### src/core/srtc_pkg.sv
// constants for the serial clock/calendar register interface
// assumes a 125 MHz system clock; bus pins are synchronised inside
package srtc_pkg;
	localparam int          SRTC_NUM_REGS     = 8;
	localparam logic [6:0]  SRTC_SLAVE_ADDR   = 7'h68;   // address byte D0h with r/w low
	localparam logic [2:0]  SRTC_OFF_SECONDS  = 3'h0;
	localparam logic [2:0]  SRTC_OFF_MINUTES  = 3'h1;
	localparam logic [2:0]  SRTC_OFF_CENT_HRS = 3'h2;
	localparam logic [2:0]  SRTC_OFF_WEEKDAY  = 3'h3;
	localparam logic [2:0]  SRTC_OFF_DATE     = 3'h4;
	localparam logic [2:0]  SRTC_OFF_MONTH    = 3'h5;
	localparam logic [2:0]  SRTC_OFF_YEAR     = 3'h6;
	localparam logic [2:0]  SRTC_OFF_CONTROL  = 3'h7;
	localparam logic [2:0]  SRTC_LAST_OFF     = 3'h7;
	// field positions
	localparam int          SRTC_BIT_OSC_STOP = 7;
	localparam int          SRTC_BIT_CENT_EN  = 7;
	localparam int          SRTC_BIT_CENT     = 6;
	localparam int          SRTC_BIT_OUT_LVL  = 7;
	localparam int          SRTC_BIT_FREQ_TST = 6;
	localparam int          SRTC_BIT_CAL_SIGN = 5;
	// field masks of writable bits
	localparam logic [7:0]  SRTC_MASK_SECONDS = 8'hFF;
	localparam logic [7:0]  SRTC_MASK_MINUTES = 8'h7F;
	localparam logic [7:0]  SRTC_MASK_CENT_HRS= 8'hFF;
	localparam logic [7:0]  SRTC_MASK_WEEKDAY = 8'h07;
	localparam logic [7:0]  SRTC_MASK_DATE    = 8'h3F;
	localparam logic [7:0]  SRTC_MASK_MONTH   = 8'h1F;
	localparam logic [7:0]  SRTC_MASK_YEAR    = 8'hFF;
	localparam logic [7:0]  SRTC_MASK_CONTROL = 8'hFF;
	// reset values
	localparam logic [7:0]  SRTC_RST_ZERO     = 8'h00;
	localparam logic [7:0]  SRTC_RST_ONE      = 8'h01;
	localparam logic [7:0]  SRTC_RST_CONTROL  = 8'h80;
	// bcd limits
	localparam logic [7:0]  SRTC_BCD_59       = 8'h59;
	localparam logic [7:0]  SRTC_BCD_23       = 8'h23;
	localparam logic [7:0]  SRTC_BCD_07       = 8'h07;
	localparam logic [7:0]  SRTC_BCD_31       = 8'h31;
	localparam logic [7:0]  SRTC_BCD_12       = 8'h12;
	localparam logic [7:0]  SRTC_BCD_99       = 8'h99;
	// one second tick at the system clock
	localparam int          SRTC_CLK_HZ       = 125000000;
	localparam int          SRTC_SEC_MS       = 1000;
	localparam int          SRTC_SEC_CYCLES   = SRTC_CLK_HZ / 1000 * SRTC_SEC_MS;
	localparam int          SRTC_FIFO_DEPTH   = 32;
	localparam int          SRTC_FIFO_WIDTH   = 11;
endpackage

### src/core/srtc_fifo.sv
// synchronous fifo between the serial front end and the register file
// assumes one clock domain; storage is flip-flops indexed by pointer
`timescale 1ns/1ns
module srtc_fifo
	import srtc_pkg::*;
#(
	parameter int WIDTH = SRTC_FIFO_WIDTH,
	parameter int DEPTH = SRTC_FIFO_DEPTH
)(
	// clock and reset
	input  wire logic             clock_i,
	input  wire logic             reset_n_i,
	input  wire logic             flush_i,
	// fill side
	input  wire logic             in_valid_i,
	output logic                  in_ready_o,
	input  wire logic [WIDTH-1:0] in_data_i,
	// drain side
	output logic                  out_valid_o,
	input  wire logic             out_ready_i,
	output logic [WIDTH-1:0]      out_data_o
);
	localparam int AW = $clog2(DEPTH);

	typedef struct packed {
		logic [DEPTH-1:0][WIDTH-1:0] mem;
		logic [AW:0]                 wr;
		logic [AW:0]                 rd;
	} srtc_fifo_s;

	srtc_fifo_s st_ff;
	srtc_fifo_s nxt_st;
	logic       full;
	logic       empty;

	// full when pointers differ only in the wrap bit
	assign full        = (st_ff.wr[AW] != st_ff.rd[AW]) && (st_ff.wr[AW-1:0] == st_ff.rd[AW-1:0]);
	assign empty       = (st_ff.wr == st_ff.rd);
	assign in_ready_o  = !full;
	assign out_valid_o = !empty;
	assign out_data_o  = st_ff.mem[st_ff.rd[AW-1:0]];

	// pointer and storage update
	always_comb
	begin
		nxt_st = st_ff;
		if (in_valid_i && !full)
		begin
			nxt_st.mem[st_ff.wr[AW-1:0]] = in_data_i;
			nxt_st.wr = st_ff.wr + 1'b1;
		end
		if (out_ready_i && !empty)
			nxt_st.rd = st_ff.rd + 1'b1;
		if (flush_i)
			nxt_st.rd = nxt_st.wr; // aborted traffic is discarded
	end

	// state register
	always_ff @(posedge clock_i or negedge reset_n_i)
	begin
		if (!reset_n_i)
			st_ff <= '0;
		else
			st_ff <= nxt_st;
	end
endmodule // srtc_fifo

### src/core/srtc_core.sv
// two-wire slave interface and bcd clock/calendar register file
// assumes bus pins arrive asynchronously; supply-fail comes from a comparator
//
// Contract
// - respond only to address byte D0h; the code answers D1h for reads as well
// - eight registers seconds through control in order
// - pointer advances after every data byte
// - supply fail aborts access, clears pointer
// - ignore bus inputs while supply failed
// - resume bus recognition after supply returns
// - time fields bcd within legal ranges
// - century flag toggles only when enabled
// - seconds: stop flag, tens, units
// - control: level, test, sign, calibration magnitude
// - data change during clock high is control
// - idle when both lines high
// - falling data with clock high is start
// - rising data with clock high is stop
// - sample data while clock high
// - unlimited data bytes per transfer
// - eight-bit bytes plus ninth acknowledge slot
// - pull data low through acknowledge high phase
// - release data after master's missing acknowledge
`timescale 1ns/1ns
module srtc_core
	import srtc_pkg::*;
#(
	parameter int SEC_CYCLES = SRTC_SEC_CYCLES
)(
	// clock and reset
	input  wire logic       clock_i,
	input  wire logic       reset_n_i,
	// two-wire bus
	input  wire logic       scl_i,
	input  wire logic       sda_i,
	output logic            sda_o,
	output logic            sda_oe_n_o,
	// supply monitor
	input  wire logic       supply_fail_i,
	// output pin, open drain
	output logic            test_or_level_output_pin_o,
	output logic            test_or_level_output_pin_oe_n_o,
	// status
	output logic            bus_busy_o
);
	typedef enum logic [2:0] {
		SRTC_IDLE, SRTC_ADDR, SRTC_ADDR_ACK, SRTC_WR_BYTE, SRTC_WR_ACK,
		SRTC_RD_BYTE, SRTC_RD_ACK
	} srtc_state_e;

	typedef struct packed {
		logic [1:0]                   scl_sync;
		logic [1:0]                   sda_sync;
		logic [1:0]                   pf_sync;
		logic                         scl_d;
		logic                         sda_d;
		srtc_state_e                  state;
		logic [3:0]                   bit_cnt;
		logic [7:0]                   shreg;
		logic                         first;   // next written byte sets pointer
		logic                         rd_mode;
		logic [2:0]                   ptr;
		logic                         sda_out;
		logic                         busy;
		logic [SRTC_NUM_REGS-1:0][7:0] regs;
		logic [31:0]                  tick;
		logic                         pin;
	} srtc_core_s;

	srtc_core_s st_ff;
	srtc_core_s nxt_st;

	// fifo carries write {addr,data} from front end to register file
	logic        fifo_in_ready;
	logic        fifo_out_valid;
	logic [10:0] fifo_out_data;
	logic        fifo_push;
	logic [10:0] fifo_push_data;
	logic        fifo_pop;

	// synchronised views
	logic scl;
	logic sda;
	logic pf;
	logic scl_rise;
	logic scl_fall;
	logic start_cond;
	logic stop_cond;

	assign scl        = st_ff.scl_sync[1];
	assign sda        = st_ff.sda_sync[1];
	assign pf         = st_ff.pf_sync[1];
	assign scl_rise   = !pf && scl && !st_ff.scl_d;
	assign scl_fall   = !pf && !scl && st_ff.scl_d;
	assign start_cond = !pf && scl && st_ff.scl_d && st_ff.sda_d && !sda;
	assign stop_cond  = !pf && scl && st_ff.scl_d && !st_ff.sda_d && sda;
	assign fifo_pop   = fifo_out_valid;

	srtc_fifo #(
		.WIDTH(SRTC_FIFO_WIDTH),
		.DEPTH(SRTC_FIFO_DEPTH)
	) u_fifo (
		.clock_i    (clock_i),
		.reset_n_i  (reset_n_i),
		.flush_i    (1'b0),
		.in_valid_i (fifo_push),
		.in_ready_o (fifo_in_ready),
		.in_data_i  (fifo_push_data),
		.out_valid_o(fifo_out_valid),
		.out_ready_i(fifo_pop),
		.out_data_o (fifo_out_data)
	);

	// bcd increment with wrap; returns carry when incrementing from the limit
	function automatic logic [8:0] bcd_inc(input logic [7:0] v, input logic [7:0] lim,
		input logic [7:0] low);
		logic [7:0] r;
		r = v;
		if (v >= lim)
			return {1'b1, low};
		if (v[3:0] >= 4'h9)
			r = {v[7:4] + 4'h1, 4'h0};
		else
			r = {v[7:4], v[3:0] + 4'h1};
		return {1'b0, r};
	endfunction

	// days in current month, bcd; leap years every fourth year
	function automatic logic [7:0] month_end(input logic [7:0] mon, input logic [7:0] yr);
		logic leap;
		leap = (yr[4] ? (yr[3:0] == 4'h2 || yr[3:0] == 4'h6)
			: (yr[3:0] == 4'h0 || yr[3:0] == 4'h4 || yr[3:0] == 4'h8));
		case (mon)
			8'h02:   return leap ? 8'h29 : 8'h28;
			8'h04, 8'h06, 8'h09, 8'h11: return 8'h30;
			default: return SRTC_BCD_31;
		endcase
	endfunction

	// bus front end and register file
	always_comb
	begin
		logic [8:0] r;
		logic [2:0] wa;
		logic       carry;
		r     = '0;
		wa    = '0;
		carry = 1'b0;
		nxt_st = st_ff;
		fifo_push      = 1'b0;
		fifo_push_data = '0;
		nxt_st.scl_sync = {st_ff.scl_sync[0], scl_i};
		nxt_st.sda_sync = {st_ff.sda_sync[0], sda_i};
		nxt_st.pf_sync  = {st_ff.pf_sync[0], supply_fail_i};
		nxt_st.scl_d    = scl;
		nxt_st.sda_d    = sda;

		if (pf)
		begin
			nxt_st.state   = SRTC_IDLE;
			nxt_st.ptr     = '0;
			nxt_st.sda_out = 1'b1;
			nxt_st.busy    = 1'b0;
			nxt_st.scl_d   = 1'b1;       // no false edge when inputs return
			nxt_st.sda_d   = 1'b1;
		end
		else if (stop_cond)
		begin
			nxt_st.state   = SRTC_IDLE;
			nxt_st.sda_out = 1'b1;
			nxt_st.busy    = 1'b0;
		end
		else if (start_cond)
		begin
			nxt_st.state   = SRTC_ADDR;
			nxt_st.bit_cnt = '0;
			nxt_st.sda_out = 1'b1;
			nxt_st.busy    = 1'b1;
		end
		else
		begin
			case (st_ff.state)
				SRTC_ADDR, SRTC_WR_BYTE:
				begin
					if (scl_rise)
					begin
						nxt_st.shreg   = {st_ff.shreg[6:0], sda};
						nxt_st.bit_cnt = st_ff.bit_cnt + 4'h1;
					end
					if (scl_fall && st_ff.bit_cnt == 4'h8)
					begin
						nxt_st.bit_cnt = '0;
						if (st_ff.state == SRTC_ADDR)
						begin
							if (st_ff.shreg[7:1] == SRTC_SLAVE_ADDR)
							begin
								nxt_st.sda_out = 1'b0;
								nxt_st.rd_mode = st_ff.shreg[0];
								nxt_st.first   = 1'b1;
								nxt_st.state   = SRTC_ADDR_ACK;
							end
							else
								nxt_st.state = SRTC_IDLE;
						end
						else if (fifo_in_ready)
						begin
							nxt_st.sda_out = 1'b0;
							nxt_st.state   = SRTC_WR_ACK;
							if (st_ff.first)
								nxt_st.ptr = st_ff.shreg[2:0];
							else
							begin
								fifo_push      = 1'b1;
								fifo_push_data = {st_ff.ptr, st_ff.shreg};
								nxt_st.ptr     = st_ff.ptr + 3'h1;
							end
							nxt_st.first = 1'b0;
						end
						else
							nxt_st.state = SRTC_IDLE; // full: no acknowledge
					end
				end
				SRTC_ADDR_ACK, SRTC_WR_ACK:
				begin
					if (scl_fall) // ack held through the high phase
					begin
						if (st_ff.rd_mode)
						begin
							nxt_st.state   = SRTC_RD_BYTE;
							nxt_st.shreg   = st_ff.regs[st_ff.ptr];
							nxt_st.sda_out = st_ff.regs[st_ff.ptr][7];
							nxt_st.ptr     = st_ff.ptr + 3'h1;
							nxt_st.bit_cnt = 4'h1;
						end
						else
						begin
							nxt_st.state   = SRTC_WR_BYTE;
							nxt_st.sda_out = 1'b1;
						end
					end
				end
				SRTC_RD_BYTE:
				begin
					if (scl_fall)
					begin
						if (st_ff.bit_cnt == 4'h8)
						begin
							nxt_st.sda_out = 1'b1; // master acknowledges
							nxt_st.state   = SRTC_RD_ACK;
						end
						else
						begin
							nxt_st.sda_out = st_ff.shreg[6];
							nxt_st.shreg   = {st_ff.shreg[6:0], 1'b0};
							nxt_st.bit_cnt = st_ff.bit_cnt + 4'h1;
						end
					end
				end
				SRTC_RD_ACK:
				begin
					if (scl_rise && sda)
						nxt_st.state = SRTC_IDLE; // no ack: leave line high
					else if (scl_fall)
					begin
						nxt_st.state   = SRTC_RD_BYTE;
						nxt_st.shreg   = st_ff.regs[st_ff.ptr];
						nxt_st.sda_out = st_ff.regs[st_ff.ptr][7];
						nxt_st.ptr     = st_ff.ptr + 3'h1;
						nxt_st.bit_cnt = 4'h1;
					end
				end
				default:
				begin
					nxt_st.sda_out = 1'b1;
					nxt_st.busy    = scl ? st_ff.busy : st_ff.busy; // idle until start
				end
			endcase
		end

		// timekeeping, halted while the stop flag is set
		nxt_st.tick = st_ff.tick + 32'h1;
		if (st_ff.tick >= SEC_CYCLES - 1)
		begin
			nxt_st.tick = '0;
			if (!st_ff.regs[SRTC_OFF_SECONDS][SRTC_BIT_OSC_STOP])
			begin
				r = bcd_inc({1'b0, st_ff.regs[SRTC_OFF_SECONDS][6:0]}, SRTC_BCD_59, SRTC_RST_ZERO);
				nxt_st.regs[SRTC_OFF_SECONDS][6:0] = r[6:0];
				carry = r[8];
				if (carry)
				begin
					r = bcd_inc(st_ff.regs[SRTC_OFF_MINUTES], SRTC_BCD_59, SRTC_RST_ZERO);
					nxt_st.regs[SRTC_OFF_MINUTES] = r[7:0];
					carry = r[8];
				end
				if (carry)
				begin
					r = bcd_inc({2'b00, st_ff.regs[SRTC_OFF_CENT_HRS][5:0]}, SRTC_BCD_23,
						SRTC_RST_ZERO);
					nxt_st.regs[SRTC_OFF_CENT_HRS][5:0] = r[5:0];
					carry = r[8];
				end
				if (carry)
				begin
					r = bcd_inc(st_ff.regs[SRTC_OFF_WEEKDAY], SRTC_BCD_07, SRTC_RST_ONE);
					nxt_st.regs[SRTC_OFF_WEEKDAY] = r[7:0];
					r = bcd_inc(st_ff.regs[SRTC_OFF_DATE],
						month_end(st_ff.regs[SRTC_OFF_MONTH], st_ff.regs[SRTC_OFF_YEAR]),
						SRTC_RST_ONE);
					nxt_st.regs[SRTC_OFF_DATE] = r[7:0];
					carry = r[8];
				end
				if (carry)
				begin
					r = bcd_inc(st_ff.regs[SRTC_OFF_MONTH], SRTC_BCD_12, SRTC_RST_ONE);
					nxt_st.regs[SRTC_OFF_MONTH] = r[7:0];
					carry = r[8];
				end
				if (carry)
				begin
					r = bcd_inc(st_ff.regs[SRTC_OFF_YEAR], SRTC_BCD_99, SRTC_RST_ZERO);
					nxt_st.regs[SRTC_OFF_YEAR] = r[7:0];
					if (r[8] && st_ff.regs[SRTC_OFF_CENT_HRS][SRTC_BIT_CENT_EN])
						nxt_st.regs[SRTC_OFF_CENT_HRS][SRTC_BIT_CENT] =
							!st_ff.regs[SRTC_OFF_CENT_HRS][SRTC_BIT_CENT];
				end
			end
		end

		// bus writes win over the tick in the same cycle; fields masked
		if (fifo_pop)
		begin
			wa = fifo_out_data[10:8];
			case (wa)
				SRTC_OFF_SECONDS:  nxt_st.regs[wa] = fifo_out_data[7:0] & SRTC_MASK_SECONDS;
				SRTC_OFF_MINUTES:  nxt_st.regs[wa] = fifo_out_data[7:0] & SRTC_MASK_MINUTES;
				SRTC_OFF_CENT_HRS: nxt_st.regs[wa] = fifo_out_data[7:0] & SRTC_MASK_CENT_HRS;
				SRTC_OFF_WEEKDAY:  nxt_st.regs[wa] = fifo_out_data[7:0] & SRTC_MASK_WEEKDAY;
				SRTC_OFF_DATE:     nxt_st.regs[wa] = fifo_out_data[7:0] & SRTC_MASK_DATE;
				SRTC_OFF_MONTH:    nxt_st.regs[wa] = fifo_out_data[7:0] & SRTC_MASK_MONTH;
				SRTC_OFF_YEAR:     nxt_st.regs[wa] = fifo_out_data[7:0] & SRTC_MASK_YEAR;
				default:           nxt_st.regs[wa] = fifo_out_data[7:0] & SRTC_MASK_CONTROL;
			endcase
			if (wa == SRTC_OFF_SECONDS)
				nxt_st.tick = '0; // writing seconds restarts the second
		end

		// level output; frequency test waveform not modelled, level used instead
		nxt_st.pin = st_ff.regs[SRTC_OFF_CONTROL][SRTC_BIT_OUT_LVL];
	end

	// state register
	always_ff @(posedge clock_i or negedge reset_n_i)
	begin
		if (!reset_n_i)
		begin
			st_ff          <= '0;
			st_ff.scl_sync <= 2'h3;
			st_ff.sda_sync <= 2'h3;
			st_ff.scl_d    <= 1'b1;
			st_ff.sda_d    <= 1'b1;
			st_ff.sda_out  <= 1'b1;
			st_ff.state    <= SRTC_IDLE;
			st_ff.regs[SRTC_OFF_WEEKDAY]  <= SRTC_RST_ONE;
			st_ff.regs[SRTC_OFF_DATE]     <= SRTC_RST_ONE;
			st_ff.regs[SRTC_OFF_MONTH]    <= SRTC_RST_ONE;
			st_ff.regs[SRTC_OFF_CONTROL]  <= SRTC_RST_CONTROL;
			st_ff.pin      <= 1'b1;
		end
		else
			st_ff <= nxt_st;
	end

	// open drain: enable low only when pulling the line down
	assign sda_o                           = 1'b0;
	assign sda_oe_n_o                      = st_ff.sda_out;
	assign test_or_level_output_pin_o      = 1'b0;
	assign test_or_level_output_pin_oe_n_o = st_ff.pin;
	assign bus_busy_o                      = st_ff.busy;
endmodule // srtc_core

### config.mk
export PLATFORM = sky130hd
export DESIGN_NAME = srtc_core
export DESIGN_NICKNAME = d
export VERILOG_FILES = /design/src/core/srtc_pkg.sv /design/src/core/srtc_fifo.sv /design/src/core/srtc_core.sv
export SDC_FILE = /design/constraint.sdc
export NUM_CORES = 1
export LEC_CHECK = 0
export BUFFER_PORTS_ARGS = -buffer_cell sky130_fd_sc_hd__buf_2
export CORE_MARGIN = 1
export CORE_UTILIZATION = 58
export DETAILED_ROUTE_END_ITERATION = 6
export PLACE_DENSITY = 0.78
export SETUP_SLACK_MARGIN = 0.02
export SLEW_MARGIN = 40
export SYNTH_ARGS = -nofsm -noshare
export SYNTH_HDL_FRONTEND = slang
export SYNTH_SLANG_ARGS = --single-unit
### constraint.sdc
create_clock -name clock_i -period 3.7 [get_ports clock_i]
set_input_delay 0.37 -clock clock_i [delete_from_list [all_inputs] [get_ports clock_i]]
set_output_delay 0.37 -clock clock_i [all_outputs]
set_load 0.05 [all_outputs]
==> flow_metrics.tcl <==
set metrics [dict create \
    status "complete, no violations" \
    tritoncts "yes" \
    end_kind "register" \
    antenna_cells 0 \
    synth_largest_area_cell "sky130_fd_sc_hd__dfrtp_1" \
    report.final.slew_viol_count 0 \
    achievable-frequency_mhz 296 \
    final_layout_size_suffix_gt1_share_pct 18.8 \
    power_report.internal_total_mw 8.77 \
    cts_inserted_buffers 51 \
    netlist_top_cells_area "sky130_fd_sc_hd__dfrtp_1 49%, sky130_fd_sc_hd__mux4_2 11%, sky130_fd_sc_hd__nand2_1 5.2%" \
    start_util_pct 59.3 \
    cts.sink_count 491 \
    p_switching_mw 2.74 \
    dp_hpwl_um 38600 \
    asyncSetResetFlopFracSynth_pct 100 \
    fp.dieW_um 207 \
    worst-endpoint-arrival_ns 3.89 \
    timing.slew.headroom_pct 47.9 \
    multi_input_area_um2 11300 \
    finish.instance_area_um2 26900 \
    post_synth.cell_area_avg_um2 11.3 \
    clk_latency_ns 0.62 \
    ctsRootBufferMaster "sky130_fd_sc_hd__clkbuf_16" \
    vias 17049 \
    floorplan.die.height_um 207 \
    yosys_warnings 0 \
    holdCritPathClass "primary input to asynchronous set/reset pin" \
    area_growth_pct 9.92 \
    nets_finish 2206 \
    port_buffers 7 \
    drt_first_iter_violations 1739 \
    n_fill_cell 3039 \
    cts-root-to-sink-buffers 3 \
    core_area_um2 41200 \
    ant_nets 0 \
    die-area_um2 43000 \
    synthDistinctLibCells 79 \
    post-cts-setup-buffers 0 \
    setup-tns-final_ns 0 \
    regArea_um2 12300 \
    clkTransAtPathRegs_ns 0.06 \
    dr.pass1.iters 5 \
    routed_via_density 6.27 \
    gr-total-overflow 0 \
    gp_routability_congestion 0.914 \
    synth.yosys.seq_area_share_pct 50.3 \
    peakVddDrop_mv 0.413 \
    worst_clock_skew_ns 0.0315 \
    criticalPathCategory "register to register" \
    dominantRegCellSynth "sky130_fd_sc_hd__dfrtp_1" \
    p_clk_share_pct 44.6 \
    hold_viol_final 0 \
    grt_pass1_vias 17473 \
    power.share.combinational_pct 6.2 \
    num_rows 74 \
    setup_viol 0 \
    synthesis.area_um2 24400 \
    antenna_violations_before_repair 0 \
    critPathLaunchType "register" \
    worstPathMaxFanout 6 \
    synthCells 2160 \
    routedWlPerCell_um 21.5 \
    synth_enable_flop_cells 0 \
    crit_share_post_route_pct 91.3 \
    cap_violations 0 \
    power.sequential.fraction_pct 49.2 \
    max_slew.worst_pin.slew_ns 0.776 \
    boundaryPins 10 \
    netSwitchingFraction_pct 23.8 \
    crit_required_ns 4.22 \
    synth.ff_latch_count 491 \
    drc 0 \
    globalRouteTotalUtil_pct 28.3 \
    finalWirelength_um 58500 \
    place_area_um2 25100 \
    pin_count_of_the_biggest_net_entering_global_routing 81 \
    synth_top_area_share_pct 49.0 \
    cts-htree-levels 2 \
    timing.final.crit_period_ns 3.38 \
    rsz0062_at_grt "no" \
    p_per_area_nw_per_um2 428 \
    global_route_wire_length_before_repair_um 96200 \
    leakage_nw 11.6 \
]
[state kept, by name, summed over array words and instances, names as in the netlist]
signal	flops
bus_busy_o	1
nxt_st	4
pf	1
scl	1
sda	1
sda_oe_n_o	1
st_ff	117
test_or_level_output_pin_oe_n_o	1
u_fifo.st_ff	364
[final cells by class]
cell class | instances | area share (%)
sequential | 491 | 45.8
multi-input combinational | 1488 | 42.1
clock buffer | 78 | 5.54
timing repair buffer | 73 | 2.80
tap | 532 | 2.48
clock inverter | 14 | 0.689
inverter | 44 | 0.615
[repair_timing]
| item | CTS | global route |
|---|---|---|
| endpoints found under the hold margin | 61 | 0 |
| resized for setup | 0 | 2 |
| endpoints found under the setup margin | 0 | 7 |
| hold buffers | 4 | 0 |
[metal layers]
metal | track usage, % | part of all wire (%)
met5 | 0 | 0
met4 | 12.0 | 3.6
met3 | 4.84 | 6.2
met2 | 45.2 | 49
met1 | 38.5 | 42
[through the flow]
stage	power [mW]	worst slack, ns	utilization [%]	hold slack (ns)	instances
finish	11.5	0.322	65.2	0.350	2720
detailed placement	6.46	0.266	61.0	0.338	2624
global route	11.9	0.0533	65.2	0.363	2720
global placement	6.42	0.337	60.9	0.338	2622
floorplan	6.14	0.246	-	0.0744	2166
CTS	11.6	0.247	65.2	0.351	2720
[final timing paths]
check | from | slack [ns] | end | cells past startpoint
hold / removal | reset_n_i | 0.35 | st_ff[11]$_DFF_PN0_ | 3
min in group clock_i | nxt_st[122]$_DFF_PN0_ | 0.35 | pf$_DFF_PN0_ | 0
setup reg to reg | st_ff[77]$_DFF_PN0_ | 0.32 | st_ff[70]$_DFF_PN0_ | 15
hold reg to reg | nxt_st[122]$_DFF_PN0_ | 0.35 | pf$_DFF_PN0_ | 0
setup / recovery | st_ff[77]$_DFF_PN0_ | 0.32 | st_ff[70]$_DFF_PN0_ | 15
max in group asynchronous | reset_n_i | 2.42 | u_fifo.st_ff[251]$_DFFE_PN0P_ | 5
[cell usage in the layout (no fill, tap or decap), types with 7 or more instances in the layout]
cell | Yosys | routed
sky130_fd_sc_hd__nor2_1 | 114 | 113
sky130_fd_sc_hd__ha_1 | 52 | 52
sky130_fd_sc_hd__nand3_1 | 30 | 30
sky130_fd_sc_hd__clkbuf_16 | 0 | 52
sky130_fd_sc_hd__nand2b_1 | 11 | 11
sky130_fd_sc_hd__clkbuf_1 | 76 | 17
sky130_fd_sc_hd__inv_1 | 44 | 44
sky130_fd_sc_hd__nand3_4 | 20 | 20
sky130_fd_sc_hd__o31ai_1 | 7 | 7
sky130_fd_sc_hd__conb_1 | 1 | 7
sky130_fd_sc_hd__o21ai_0 | 140 | 140
sky130_fd_sc_hd__xor2_1 | 24 | 24
sky130_fd_sc_hd__a211oi_1 | 7 | 7
sky130_fd_sc_hd__buf_12 | 2 | 13
sky130_fd_sc_hd__dfrtp_1 | 479 | 475
sky130_fd_sc_hd__clkinv_2 | 0 | 9
sky130_fd_sc_hd__dfstp_2 | 12 | 12
sky130_fd_sc_hd__mux2i_1 | 37 | 37
sky130_fd_sc_hd__a21oi_1 | 57 | 57
sky130_fd_sc_hd__and2_1 | 11 | 11
sky130_fd_sc_hd__o21ai_1 | 169 | 169
sky130_fd_sc_hd__and3_1 | 15 | 15
sky130_fd_sc_hd__nand2_1 | 341 | 341
sky130_fd_sc_hd__nor3_1 | 16 | 15
sky130_fd_sc_hd__clkbuf_8 | 0 | 9
sky130_fd_sc_hd__nand3_2 | 12 | 12
sky130_fd_sc_hd__xnor2_1 | 28 | 28
sky130_fd_sc_hd__o211ai_1 | 13 | 13
sky130_fd_sc_hd__a31oi_1 | 13 | 13
sky130_fd_sc_hd__nand4_1 | 10 | 10
sky130_fd_sc_hd__o22ai_1 | 12 | 12
sky130_fd_sc_hd__mux4_2 | 117 | 117
sky130_fd_sc_hd__a221oi_1 | 7 | 7
sky130_fd_sc_hd__mux2_1 | 35 | 35
sky130_fd_sc_hd__mux2_2 | 79 | 79
sky130_fd_sc_hd__buf_4 | 11 | 47
[worst max-delay path: stages, from the launching register on]
cell and delay (ns):
sky130_fd_sc_hd__dfrtp_1 0.47, sky130_fd_sc_hd__inv_1 0.08, sky130_fd_sc_hd__ha_1 0.21, sky130_fd_sc_hd__mux2_2 0.27
sky130_fd_sc_hd__nand2_1 0.07, sky130_fd_sc_hd__o21ai_0 0.06, sky130_fd_sc_hd__and2_1 0.17, sky130_fd_sc_hd__a21oi_1 0.15
sky130_fd_sc_hd__ha_1 0.24, sky130_fd_sc_hd__nor4b_1 0.29, sky130_fd_sc_hd__o211ai_1 0.16, sky130_fd_sc_hd__or3_1 0.46
sky130_fd_sc_hd__nor2_2 0.29, sky130_fd_sc_hd__o21a_1 0.15, sky130_fd_sc_hd__a311oi_1 0.04, sky130_fd_sc_hd__a21oi_1 0.18
[cells in the mapped netlist, drive strengths merged (11+ instances only)]
master	n
buf	67
mux2i	37
clkbuf	76
inv	44
xnor2	28
nand2	342
ha	52
nor2	114
o21ai	310
and2	11
nand2b	11
xor2	24
dfrtp	479
a21oi	57
a31oi	13
nand3	62
mux2	114
nand4	11
and3	15
mux4	117
o211ai	13
nor3	16
dfstp	12
o22ai	12
[cell families (layout without fill, tap and decap cells)]
| group | Yosys count | count (layout) | synth area share, % |
|---|---|---|---|
| simple gates | 637 | 637 | 13.1 |
| mux | 268 | 268 | 17.5 |
| other cells | 1 | 7 | 0.0153 |
| fa+ha+maj | 52 | 52 | 2.66 |
| buf+inv | 187 | 209 | 3.61 |
| xor+xnor | 52 | 52 | 1.86 |
| compound gates | 472 | 472 | 10.9 |
| flops | 491 | 491 | 50.3 |
[power by group through the flow]
stage | clock (mW) | sequential, mW | combinational [mW]
5_1_grt | 5.43 | 5.67 | 0.810
6_report | 5.13 | 5.66 | 0.719
3_5_place_dp | 0 | 5.74 | 0.714
3_3_place_gp | 0 | 5.74 | 0.678
4_1_cts | 5.23 | 5.65 | 0.722
2_1_floorplan | 0 | 5.69 | 0.448
No activity file was read; power rests on OpenSTA's default activity.
